**config.mk**
```make
export PLATFORM = sky130hd
export DESIGN_NAME = swp_port
export DESIGN_NICKNAME = d
export VERILOG_FILES = /design/src/swp_pkg.sv /design/src/swp_mem.sv /design/src/swp_port.sv
export SDC_FILE = /design/constraint.sdc
export NUM_CORES = 2
export LEC_CHECK = 0
export ABC_AREA = 0
export BUFFER_PORTS_ARGS = -buffer_cell sky130_fd_sc_hd__buf_2
export CORE_MARGIN = 2
export CORE_UTILIZATION = 40
export CTS_CLUSTER_SIZE = 28
export DETAILED_ROUTE_END_ITERATION = 8
export PLACE_DENSITY_LB_ADDON = 0.1
export SLEW_MARGIN = 20
export SYNTH_ARGS = -nofsm -noshare
export SYNTH_HDL_FRONTEND = slang
export SYNTH_SLANG_ARGS = --single-unit
```
**constraint.sdc**
```tcl
create_clock -name core_clk -period 16 [get_ports core_clk]
set_clock_uncertainty 0.2 [all_clocks]
set_input_delay 2.4 -clock core_clk [delete_from_list [all_inputs] [get_ports core_clk]]
set_output_delay 2.4 -clock core_clk [all_outputs]
set_load 0.02 [all_outputs]
```
**src/swp_pkg.sv**
```systemverilog
package swp_pkg;
   localparam int CLK_MHZ        = 20;
   // slot timing in microseconds, standard and overdrive speed
   localparam int STD_SAMPLE_US  = 30;
   localparam int STD_PDH_US     = 30;
   localparam int STD_PDL_US     = 120;
   localparam int STD_RST_US     = 480;
   localparam int OD_SAMPLE_US   = 3;
   localparam int OD_PDH_US      = 3;
   localparam int OD_PDL_US      = 12;
   localparam int OD_RST_US      = 48;
   localparam int STD_RST_CYC    = STD_RST_US * CLK_MHZ;
   localparam int OD_RST_CYC     = OD_RST_US * CLK_MHZ;
   localparam logic [15:0] STD_SAMPLE_CYC = 16'(STD_SAMPLE_US * CLK_MHZ);
   localparam logic [15:0] STD_PDH_CYC    = 16'(STD_PDH_US * CLK_MHZ);
   localparam logic [15:0] STD_PDL_CYC    = 16'(STD_PDL_US * CLK_MHZ);
   localparam logic [15:0] OD_SAMPLE_CYC  = 16'(OD_SAMPLE_US * CLK_MHZ);
   localparam logic [15:0] OD_PDH_CYC     = 16'(OD_PDH_US * CLK_MHZ);
   localparam logic [15:0] OD_PDL_CYC     = 16'(OD_PDL_US * CLK_MHZ);

   localparam logic [7:0] NC_READ    = 8'h33;
   localparam logic [7:0] NC_MATCH   = 8'h55;
   localparam logic [7:0] NC_SKIP    = 8'hCC;
   localparam logic [7:0] NC_SEARCH  = 8'hF0;
   localparam logic [7:0] FN_READ    = 8'h69;
   localparam logic [7:0] FN_WRITE   = 8'h6C;

   localparam int          MEM_AW        = 9;
   localparam logic [15:0] MEM_LAST      = 16'h01FF;
   localparam logic [15:0] FUNC_CMD_ADDR = 16'h0060;
   localparam logic [15:0] SEC_CMD_ADDR  = 16'h00BB;
   localparam logic [15:0] CMD_RESET_VAL = 16'h0000;
   localparam int          AREA_LSB      = 5;

   localparam logic [15:0] CMD_MAC_ONES    = 16'h3600;
   localparam logic [15:0] CMD_MAC_ADDR    = 16'h3500;
   localparam logic [15:0] CMD_SECRET_ONES = 16'h3000;
   localparam logic [15:0] CMD_SECRET_ADDR = 16'h3300;
   localparam logic [15:0] CMD_CLR_SECRET  = 16'h5A00;
   localparam logic [15:0] CMD_LOCK_SECRET = 16'h6000;
   localparam logic [15:0] CMD_COPY_NV     = 16'hE904;
   localparam logic [15:0] CMD_RECALL_NV   = 16'hE001;
   localparam logic [7:0]  CMD_HIST_HI     = 8'hE2;
   localparam logic [7:0]  CMD_LOCK_HI     = 8'h6A;
   localparam logic [15:0] CMD_HW_RESET    = 16'h000F;
   localparam logic [15:0] CMD_GAUGE_RST   = 16'h0001;

   // arbitrary identity values
   localparam logic [7:0]  FAMILY_CODE = 8'h5A;
   localparam logic [47:0] SERIAL_NUM  = 48'h0123456789AB;

   // x^8+x^5+x^4+1, lsb first
   function automatic logic [7:0] swp_crc8(input logic [55:0] d);
      logic [7:0] c;
      logic       fb;
      c = 8'h00;
      for (int i = 0; i < 56; i++)
      begin
         fb = c[0] ^ d[i];
         c  = c >> 1;
         if (fb)
            c = c ^ 8'h8C;
      end
      return c;
   endfunction : swp_crc8

   localparam logic [63:0] NET_ADDR =
      {swp_crc8({SERIAL_NUM, FAMILY_CODE}), SERIAL_NUM, FAMILY_CODE};

   typedef struct packed {
      logic       mac_ones;
      logic       mac_addr;
      logic       secret_ones;
      logic       secret_addr;
      logic       clear_secret;
      logic       copy_nv;
      logic       recall_nv;
      logic       recall_hist;
      logic       hw_reset;
      logic       gauge_restart;
      logic [7:0] arg;
   } swp_act_s;

   typedef enum logic [2:0] {PH_IDLE, PH_SLOT, PH_RST, PH_WAIT, PH_PRES} swp_phase_e;
   typedef enum logic [3:0] {ST_IDLE, ST_NETCMD, ST_READADDR, ST_MATCH, ST_SEARCH,
                             ST_FUNC, ST_ADDR, ST_RDATA, ST_WDATA} swp_state_e;
endpackage : swp_pkg

```
**src/swp_mem.sv**
```systemverilog
`timescale 1ns/10ps
module swp_mem #(
   parameter int AW = 9,
   parameter int DW = 8
) (
   input  wire logic          core_clk,
   input  wire logic          we,
   input  wire logic [AW-1:0] addr,
   input  wire logic [DW-1:0] wdata,
   output logic      [DW-1:0] rdata
);
   logic [DW-1:0] mem [0:(1<<AW)-1];

   always_ff @(posedge core_clk)
   begin
      if (we)
         mem[addr] <= wdata;
      rdata <= mem[addr];
   end
endmodule : swp_mem

```
**src/swp_port.sv**
```systemverilog
`timescale 1ns/10ps
module swp_port
   import swp_pkg::*;
#(
   parameter int RST_STD_CYC = STD_RST_CYC,
   parameter int RST_OD_CYC  = OD_RST_CYC
) (
   input  wire logic        core_clk,
   input  wire logic        reset,
   input  wire logic        line_in,
   output logic             line_out,
   output logic             line_oe,
   input  wire logic        speed_select_pin,
   output swp_act_s         act,
   output logic             secret_locked,
   output logic [15:0]      area_locked,
   output logic [15:0]      function_command,
   output logic [15:0]      secondary_command
);
   logic             ln_q1;
   logic             ln_q2;
   logic             ln_prev;
   logic             spd_q1;
   logic             spd_q2;
   swp_phase_e       ph;
   swp_state_e       state;
   logic [15:0]      tcnt;
   logic [15:0]      low_cnt;
   logic [15:0]      samp_cyc;
   logic [15:0]      pdh_cyc;
   logic [15:0]      pdl_cyc;
   logic [15:0]      rst_cyc;
   logic             fall;
   logic             rise;
   logic             rst_evt;
   logic             pres_done;
   logic             bit_done;
   logic             bit_val;
   logic             tx_bit;
   logic             dev_tx;
   logic             own_bit;
   logic [5:0]       bitcnt;
   logic [1:0]       step;
   logic             mism;
   logic [15:0]      shreg;
   logic [15:0]      ptr;
   logic [7:0]       rx_byte;
   logic [7:0]       rd_q;
   logic             mem_we;
   logic [7:0]       cmd_lo;
   logic [7:0]       sec_lo;
   logic             cmd_fire;
   logic             sec_fire;

   // pin synchronisers
   always_ff @(posedge core_clk)
   begin
      ln_q1   <= line_in;
      ln_q2   <= ln_q1;
      ln_prev <= ln_q2;
      spd_q1  <= speed_select_pin;
      spd_q2  <= spd_q1;
   end

   assign fall = ln_prev & ~ln_q2;
   assign rise = ~ln_prev & ln_q2;

   // speed pin high selects overdrive
   assign samp_cyc = spd_q2 ? OD_SAMPLE_CYC : STD_SAMPLE_CYC;
   assign pdh_cyc  = spd_q2 ? OD_PDH_CYC : STD_PDH_CYC;
   assign pdl_cyc  = spd_q2 ? OD_PDL_CYC : STD_PDL_CYC;
   assign rst_cyc  = spd_q2 ? 16'(RST_OD_CYC) : 16'(RST_STD_CYC);

   always_ff @(posedge core_clk)
   begin
      if (reset || ln_q2)
         low_cnt <= 16'h0000;
      else if (low_cnt != 16'hFFFF)
         low_cnt <= 16'(low_cnt + 16'h0001);
   end

   assign rst_evt = !ln_q2 && low_cnt == rst_cyc && ph != PH_PRES && ph != PH_RST;
   assign pres_done = ph == PH_PRES && tcnt == 16'(pdl_cyc - 16'h0001);
   assign bit_done = ph == PH_SLOT && tcnt == samp_cyc;
   assign bit_val  = ln_q2;

   always_ff @(posedge core_clk)
   begin
      if (reset)
      begin
         ph   <= PH_IDLE;
         tcnt <= 16'h0000;
      end
      else if (rst_evt)
         ph <= PH_RST;
      else
      begin
         unique case (ph)
            PH_IDLE:
            begin
               tcnt <= 16'h0000;
               if (fall)
                  ph <= PH_SLOT;
            end
            PH_SLOT:
            begin
               if (tcnt != 16'hFFFF)
                  tcnt <= 16'(tcnt + 16'h0001);
               if (tcnt > samp_cyc && ln_q2)
                  ph <= PH_IDLE;
            end
            PH_RST:
            begin
               tcnt <= 16'h0000;
               if (rise)
                  ph <= PH_WAIT;
            end
            PH_WAIT:
            begin
               tcnt <= 16'(tcnt + 16'h0001);
               if (tcnt == 16'(pdh_cyc - 16'h0001))
               begin
                  ph   <= PH_PRES;
                  tcnt <= 16'h0000;
               end
            end
            PH_PRES:
            begin
               tcnt <= 16'(tcnt + 16'h0001);
               if (pres_done)
                  ph <= PH_IDLE;
            end
         endcase
      end
   end

   assign own_bit = NET_ADDR[bitcnt];
   assign dev_tx  = state == ST_READADDR || state == ST_RDATA ||
                    (state == ST_SEARCH && step != 2'd2);

   always_comb
   begin
      unique case (state)
         ST_READADDR: tx_bit = own_bit;
         ST_SEARCH:   tx_bit = (step == 2'd0) ? own_bit : ~own_bit;
         ST_RDATA:    tx_bit = rd_q[bitcnt[2:0]];
         default:     tx_bit = 1'b1;
      endcase
   end

   // open drain: only ever pull low; slot bits freed at the sample point, presence at pres_done
   assign line_out = 1'b0;
   assign line_oe  = ph == PH_PRES ||
                     (ph == PH_SLOT && dev_tx && !tx_bit && tcnt < samp_cyc);

   assign rx_byte = {bit_val, shreg[15:9]};

   always_ff @(posedge core_clk)
   begin
      if (reset || rst_evt)
      begin
         state  <= ST_IDLE;
         bitcnt <= 6'd0;
         step   <= 2'd0;
         mism   <= 1'b0;
         shreg  <= 16'h0000;
         ptr    <= 16'h0000;
      end
      else if (pres_done)
      begin
         state  <= ST_NETCMD;
         bitcnt <= 6'd0;
      end
      else if (bit_done)
      begin
         shreg  <= {bit_val, shreg[15:1]};
         bitcnt <= 6'(bitcnt + 6'd1);
         unique case (state)
            ST_IDLE: bitcnt <= 6'd0;
            ST_NETCMD:
               if (bitcnt == 6'd7)
               begin
                  bitcnt <= 6'd0;
                  mism   <= 1'b0;
                  step   <= 2'd0;
                  unique case (rx_byte)
                     NC_READ:   state <= ST_READADDR;
                     NC_MATCH:  state <= ST_MATCH;
                     NC_SKIP:   state <= ST_FUNC;
                     NC_SEARCH: state <= ST_SEARCH;
                     default:   state <= ST_IDLE;
                  endcase
               end
            ST_READADDR:
               if (bitcnt == 6'd63)
                  state <= ST_FUNC;
            ST_MATCH:
            begin
               mism <= mism | (bit_val != own_bit);
               if (bitcnt == 6'd63)
                  state <= (mism || bit_val != own_bit) ? ST_IDLE : ST_FUNC;
            end
            ST_SEARCH:
            begin
               bitcnt <= bitcnt;
               step   <= 2'(step + 2'd1);
               if (step == 2'd2)
               begin
                  step   <= 2'd0;
                  bitcnt <= 6'(bitcnt + 6'd1);
                  if (bit_val != own_bit)
                     state <= ST_IDLE;
                  else if (bitcnt == 6'd63)
                     state <= ST_FUNC;
               end
            end
            ST_FUNC:
               if (bitcnt == 6'd7)
               begin
                  bitcnt <= 6'd0;
                  mism   <= rx_byte == FN_WRITE;
                  state  <= (rx_byte == FN_READ || rx_byte == FN_WRITE) ? ST_ADDR : ST_IDLE;
               end
            ST_ADDR:
               if (bitcnt == 6'd15)
               begin
                  bitcnt <= 6'd0;
                  ptr    <= {bit_val, shreg[15:1]};
                  state  <= mism ? ST_WDATA : ST_RDATA;
               end
            ST_RDATA, ST_WDATA:
               if (bitcnt[2:0] == 3'd7)
               begin
                  bitcnt <= 6'd0;
                  ptr    <= 16'(ptr + 16'h0001);
               end
         endcase
      end
   end

   // whole byte only, inside the map, area not locked
   assign mem_we = bit_done && state == ST_WDATA && bitcnt[2:0] == 3'd7 &&
                   ptr <= MEM_LAST && !area_locked[ptr[8:AREA_LSB]];

   swp_mem #(
      .AW (MEM_AW),
      .DW (8)
   ) u_shadow (
      .core_clk (core_clk),
      .we       (mem_we),
      .addr     (ptr[MEM_AW-1:0]),
      .wdata    (rx_byte),
      .rdata    (rd_q)
   );

   // command words: low byte at the register address, high byte next, high fires
   always_ff @(posedge core_clk)
   begin
      cmd_fire <= 1'b0;
      sec_fire <= 1'b0;
      if (reset)
      begin
         function_command  <= CMD_RESET_VAL;
         secondary_command <= CMD_RESET_VAL;
         cmd_lo            <= 8'h00;
         sec_lo            <= 8'h00;
      end
      else if (mem_we)
      begin
         if (ptr == FUNC_CMD_ADDR)
            cmd_lo <= rx_byte;
         if (ptr == 16'(FUNC_CMD_ADDR + 16'h0001))
         begin
            function_command <= {rx_byte, cmd_lo};
            cmd_fire         <= 1'b1;
         end
         if (ptr == SEC_CMD_ADDR)
            sec_lo <= rx_byte;
         if (ptr == 16'(SEC_CMD_ADDR + 16'h0001))
         begin
            secondary_command <= {rx_byte, sec_lo};
            sec_fire          <= 1'b1;
         end
      end
   end

   always_ff @(posedge core_clk)
   begin
      act <= '0;
      if (reset)
      begin
         secret_locked <= 1'b0;
         area_locked   <= 16'h0000;
      end
      else if (cmd_fire)
      begin
         act.arg         <= function_command[7:0];
         act.mac_ones    <= function_command == CMD_MAC_ONES;
         act.mac_addr    <= function_command == CMD_MAC_ADDR;
         act.secret_ones <= function_command == CMD_SECRET_ONES && !secret_locked;
         act.secret_addr <= function_command == CMD_SECRET_ADDR && !secret_locked;
         act.clear_secret <= function_command == CMD_CLR_SECRET && !secret_locked;
         act.copy_nv     <= function_command == CMD_COPY_NV;
         act.recall_nv   <= function_command == CMD_RECALL_NV ||
                            function_command == CMD_HW_RESET;
         act.recall_hist <= function_command[15:8] == CMD_HIST_HI;
         act.hw_reset    <= function_command == CMD_HW_RESET;
         if (function_command == CMD_LOCK_SECRET)
            secret_locked <= 1'b1;
         if (function_command[15:8] == CMD_LOCK_HI)
            area_locked[function_command[3:0]] <= 1'b1;
      end
      else if (sec_fire)
      begin
         act.arg           <= secondary_command[7:0];
         act.gauge_restart <= secondary_command == CMD_GAUGE_RST;
      end
   end
endmodule : swp_port

```
=== Word-level counts from Yosys, hierarchy flattened ===
Memory sizes are Yosys's and may differ from the RTL's. A register that Yosys moved wholly into a read port is not among the register bits.
Index checks and enable logic that the tools add are counted.

* Memories kept: 2
* Word-level logic and storage cells: 256
* Bits in read-only memories: 64
* RAM bits: 4096
* Flip-flop bits (word level): 170

{| class="wikitable"
|+ Memories
! memory !! depth !! width !! rd ports !! clocked after Yosys merged registers in !! wr ports !! line !! source
|-
| u_shadow.mem || 512 || 8 || 1 || 1 || 1 || swp_mem.sv:12 || <nowiki>logic [DW-1:0] mem [0:(1<<AW)-1];</nowiki>
|-
| (no name shown) || 64 || 1 || 1 || 1 || 0 || swp_port.sv:137 || <nowiki>assign own_bit = NET_ADDR[bitcnt];</nowiki>
|}

* $add $sub $neg: 7
* Reductions and logical operators: 63
* Equal/unequal tests: 71
* Bitwise gates (word level): 12
* $lt $le $gt $ge: 8
* Mux-type cells: 58

{| class="wikitable"
|+ Operator list
! cell !! count
|-
| $eq 16x14->1 const B || 4
|-
| $mux 16 || 4
|-
| $pmux 16 s4 || 1
|-
| $add 16x1->16 const B || 3
|-
| $mux 6 || 6
|-
| $eq 16x15->1 const B || 2
|-
| $eq 16x16->1 || 2
|-
| $eq 16x16->1 const B || 2
|-
| $eq 16x7->1 const B || 2
|-
| $eq 16x8->1 const B || 2
|-
| $eq 8x7->1 const B || 4
|-
| $mux 4 || 8
|-
| $ne 16x16->1 const B || 2
|-
| $pmux 16 s2 || 1
|-
| $pmux 6 s5 || 1
|-
| $ne 3x3->1 const B || 9
|-
| $eq 8x8->1 const B || 3
|-
| $pmux 4 s6 || 1
|-
| $mux 3 || 7
|-
| $ne 2x2->1 const B || 10
|-
| $reduce_and 5->1 || 4
|-
| $logic_and 1x1->1 || 18
|-
| $reduce_and 2->1 || 9
|-
| $eq 16x1->1 const B || 1
|-
| other kinds (59) || 113
|}

=== Depth between registers and ports, before layout ===
* Depth in word-level cells: 9
* Depth in mapped cells: 15
* Depth with buffers taken out: 14

=== Modules after synthesis ===
A second synthesis with hierarchy kept.

* Cell total of the unflattened synthesis: 8602
* Area total of the unflattened synthesis: 166771.2 um^2

{| class="wikitable"
|+ By module, submodules not included
! module !! area each (um^2) !! cells each !! seq. area each (um^2) !! instances
|-
| swp_mem || 158359.4 || 7575 || 123158.1 || 1
|-
| swp_port || 8411.8 || 1027 || 3403.3 || 1
|}

=== Worst setup path after synthesis ===
No wires, ideal clock.

* Path kind: register to register
* From: register ln_q2, in the netlist bit_val
* To: register, netlist name own_bit
* Data required time: 15659 ps
* Arrival time: 9115 ps
* Slack: 6544 ps
* Cell stages (with the launch flop): 13
* Clock period less this slack: 9456 ps
* Cell sequence: dfxtp_1 > nor4bb_1 > nand3_1 > or3_1 > clkbuf_1 > nand3_1 > a21oi_1 > inv_1 > ha_1 > a21o_1 > o2111a_1 > nand4_1 > o311ai_0

{| class="wikitable"
|+ RTL lines
! element !! line !! source
|-
| from (decl) || swp_port.sv:21 || <nowiki>logic ln_q2;</nowiki>
|-
| from (signal assigned) || swp_port.sv:59 || <nowiki>ln_q2 <= ln_q1;</nowiki>
|}

==> impl_metrics.json <==
{
  "status": "completed",
  "ctsResizeCount": 0,
  "fin_ws_ns": 9.43,
  "fp.dieH_um": 649,
  "worstRegToRegCells": 10,
  "synth_top_flop_cell": "edfxtp_1",
  "drv_cap": 0,
  "max_stage_delay_ns": 0.76,
  "finalSetupViolations": 0,
  "final_area_um2": 188000,
  "cp_top_family": "buffers and inverters",
  "swShare_pct": 19.8,
  "route.vias.total": 83700,
  "critPathArrivalTime_ns": 7.19,
  "antenna_found_initial": 42,
  "start_util_pct": 40.2,
  "setup_tns_ns": 0,
  "fmax_ghz": 0.152,
  "pwr-share-seq_pct": 53.4,
  "die_area_um2": 422000,
  "synth-seq-cells": 4274,
  "syn_nets": 8033,
  "power.density_nw_per_um2": 120,
  "cts_made_buffers": 452,
  "cp-end-kind": "flop",
  "r2r_end": "u_shadow.rdata[3]",
  "wire_per_inst_um": 35.1,
  "worst_pin_slew_ns": 1.24,
  "worstPathMaxFanout": 78,
  "yosysWarningCount": 0,
  "combPwrFrac_pct": 0.2,
  "syn_area_per_cell_um2": 20.8,
  "r2r_start": "ptr[0]",
  "hold_violations": 0,
  "drt_iter0_markers": 10400,
  "clk_path_buf_depth": 4,
  "via_per_inst": 5.93,
  "layout-drive-gt1-share_pct": 25.8,
  "yosys.area.top_type": "edfxtp_1",
  "fin_total_pwr_mw": 22.6,
  "gr-total-overflow": 0,
  "critPathBufInv": 4,
  "critPathLaunchType": "flop",
  "antenna_left": 0,
  "vdd_drop_max_mv": 0.107,
  "clkTransAtPathRegs_ns": 0.06,
  "grt_pass1_wl_um": 687000,
  "yosysMostFrequentCell": "edfxtp_1",
  "root_buffer": "clkbuf_16",
  "placementRows": 236,
  "cp_slowest_cell": "dfxtp_4",
  "clock_latency_ns": 1.04,
  "pre_cts_slack_ns": 9.29,
  "worstPathRequired_ns": 16.62,
  "clkPwrFrac_pct": 46.4,
  "synth_edf_count": 4096,
  "hpwlAfterDp_um": 297000,
  "p_int_mw": 18.1,
  "rsz0062_at_grt": "false",
  "slew_headroom_pct": 15.2,
  "slew_violations": 0,
  "holdPathEnd": "bit_val",
  "die_w_um": 649,
  "place_congestion": 0.813,
  "final_nets": 8272,
  "wl_um": 496000,
  "post_dp_cell_area_um2": 173000,
  "syn_inst": 8009,
  "hp-class": "flop to flop",
  "synth_cell_types": 85,
  "hold_depth": 0,
  "ys_async_sr_fraction_pct": 0,
  "synth.area.top_cells": "edfxtp_1 74%, mux4_2 16%, dfxtp_1 2.1%, nor2_1 1.5%, nand2_1 0.61%",
  "fin_util_pct": 45.5,
  "critPathKind": "flop to flop",
  "portBuffers": 71,
  "num_io_pins": 73,
  "min_period_ns": 6.57,
  "drc": 0,
  "grt.total_usage_pct": 23.1,
  "synth.top_cell.area_share_pct": 73.9,
  "min_period_over_period_pct": 41.0,
  "syn_to_final_growth_pct": 13.1,
  "cts_sinks": 4274,
  "core-area_um2": 414000,
  "postCtsSetupRepairBufs": 0,
  "crit_path_frequent_cell": "buf_4",
  "grt_pass1_vias": 83800,
  "holdBufCountCts": 0,
  "ys_seq_area_share_pct": 76.0,
  "p_leak_nw": 47.1,
  "synthesis.area_um2": 167000,
  "p_sw_mw": 4.49,
  "grt_max_degree": 209,
  "synth_top_cells_by_count": "4096 x edfxtp_1, 1163 x mux4_2, 685 x nor2_1, 270 x nand2_1, 250 x clkbuf_1",
  "h-tree-depth": 5,
  "cp_cell_sequence": "buf_4 > buf_4 > buf_12 > buf_4 > mux4_2 > mux4_2 > a22oi_1 > a21oi_1 > nor3_1 > a21oi_1",
  "hp-start": "ln_q1",
  "reg2reg_slack_ns": 9.43,
  "cts_tree": "built",
  "firstDrtPassIters": 6
}
==> worst reg2reg max path, delay by kind of cell, from the launching register on <==
| kind | cells | cell delay [ns] |
|---|---|---|
| multiplexers | 2 | 1.20 |
| flip-flops | 1 | 0.76 |
| AND/OR/NAND/NOR | 1 | 0.64 |
| buffers and inverters | 4 | 2.89 |
| AO/OA/AOI/OAI | 3 | 0.69 |
==> metal layers <==
metal	vias up	share of wire (%)	GRT usage (%)	wire [µm]
li1	33800	-	-	-
met1	45800	43	33.5	213000
met2	3504	47	36.3	232000
met3	613	7.7	4.45	37900
met4	2	2.5	5.57	12600
met5	-	0.0024	0	12
==> state kept, by name, indices dropped and copies added (netlist names), 2 cells and up <==
name	flops
low_cnt	16
act	18
ptr	16
step	2
shreg	15
tcnt	16
area_locked	16
cmd_lo	8
secondary_command	16
function_command	16
u_shadow.rdata	8
bitcnt	6
u_shadow.mem	4096
sec_lo	8
ph	3
state	4
==> placed cells by master (no fill, tap or decap), drive strengths merged, types with 9 or more instances in the layout <==
cell type,instances
a22o,18
nand2b,24
nor2b,12
mux4,1163
bufinv,47
inv,40
mux2i,96
a31oi,29
clkbuf,561
o22ai,70
nor2,687
clkinvlp,16
nand4,35
xnor2,16
a22oi,95
ha,20
nor3,55
xor2,16
clkinv,200
dfxtp,178
o22a,9
or2,17
nand3,48
edfxtp,4096
and3,20
a311oi,10
a32oi,15
and2,23
nand2,270
mux2,9
a211oi,22
a221oi,17
a21oi,180
nor4,29
o221ai,11
buf,290
o21ai,79
==> cells by family after synthesis <==
family | after synthesis | synth area share (%)
AND/OR/NAND/NOR | 1274 | 3.38
multiplexers | 1268 | 16.4
XOR/XNOR | 32 | 0.168
buffers and inverters | 532 | 1.56
flip-flops | 4274 | 76.0
other | 1 | 0.00225
adder cells (fa/ha/maj) | 20 | 0.150
AO/OA/AOI/OAI | 608 | 2.37
==> power groups by stage <==
| stage | combinational [mW] | sequential (mW) | clock, mW |
|---|---|---|---|
| after floorplan | 0.0132 | 12.3 | 0 |
| after global placement | 0.0397 | 12.3 | 0 |
| after detailed placement | 0.0416 | 12.3 | 0 |
| after CTS | 0.0415 | 12.1 | 10.7 |
| after global routing | 0.0447 | 12.1 | 11.1 |
| final | 0.0408 | 12.1 | 10.5 |
==> per-stage QoR <==
step,hold WS (ns),cells
final,0.138,14100
after global routing,0.146,14100
after CTS,0.140,14100
after detailed placement,0.129,13300
after global placement,0.120,13300
after floorplan,0.110,8009
==> layout make-up <==
| class | count | area (µm²) |
|---|---|---|
| multi-input combinational | 3203 | 37700 |
| tap | 5474 | 6850 |
| antenna | 7 | 17.5 |
| clock buffer | 561 | 11900 |
| sequential | 4274 | 127000 |
| timing repair buffer | 290 | 2300 |
| clock inverter | 276 | 2810 |
| inverter | 27 | 109 |
| fill | 34700 | 226000 |
==> worst max-delay path by stage <==
stage             from                 to  slack [ns]  cells past startpoint
4_1_cts         ptr[0]  u_shadow.rdata[3]        9.23                     10
6_report        ptr[0]  u_shadow.rdata[3]        9.43                     10
3_5_place_dp    ptr[0]  u_shadow.rdata[3]        9.29                     10
3_3_place_gp    ptr[0]  u_shadow.rdata[5]        9.12                     10
5_1_grt         ptr[0]  u_shadow.rdata[2]        9.08                     12
2_1_floorplan  bit_val            own_bit        6.54                     12
No activity file was read; power rests on OpenSTA's default activity.
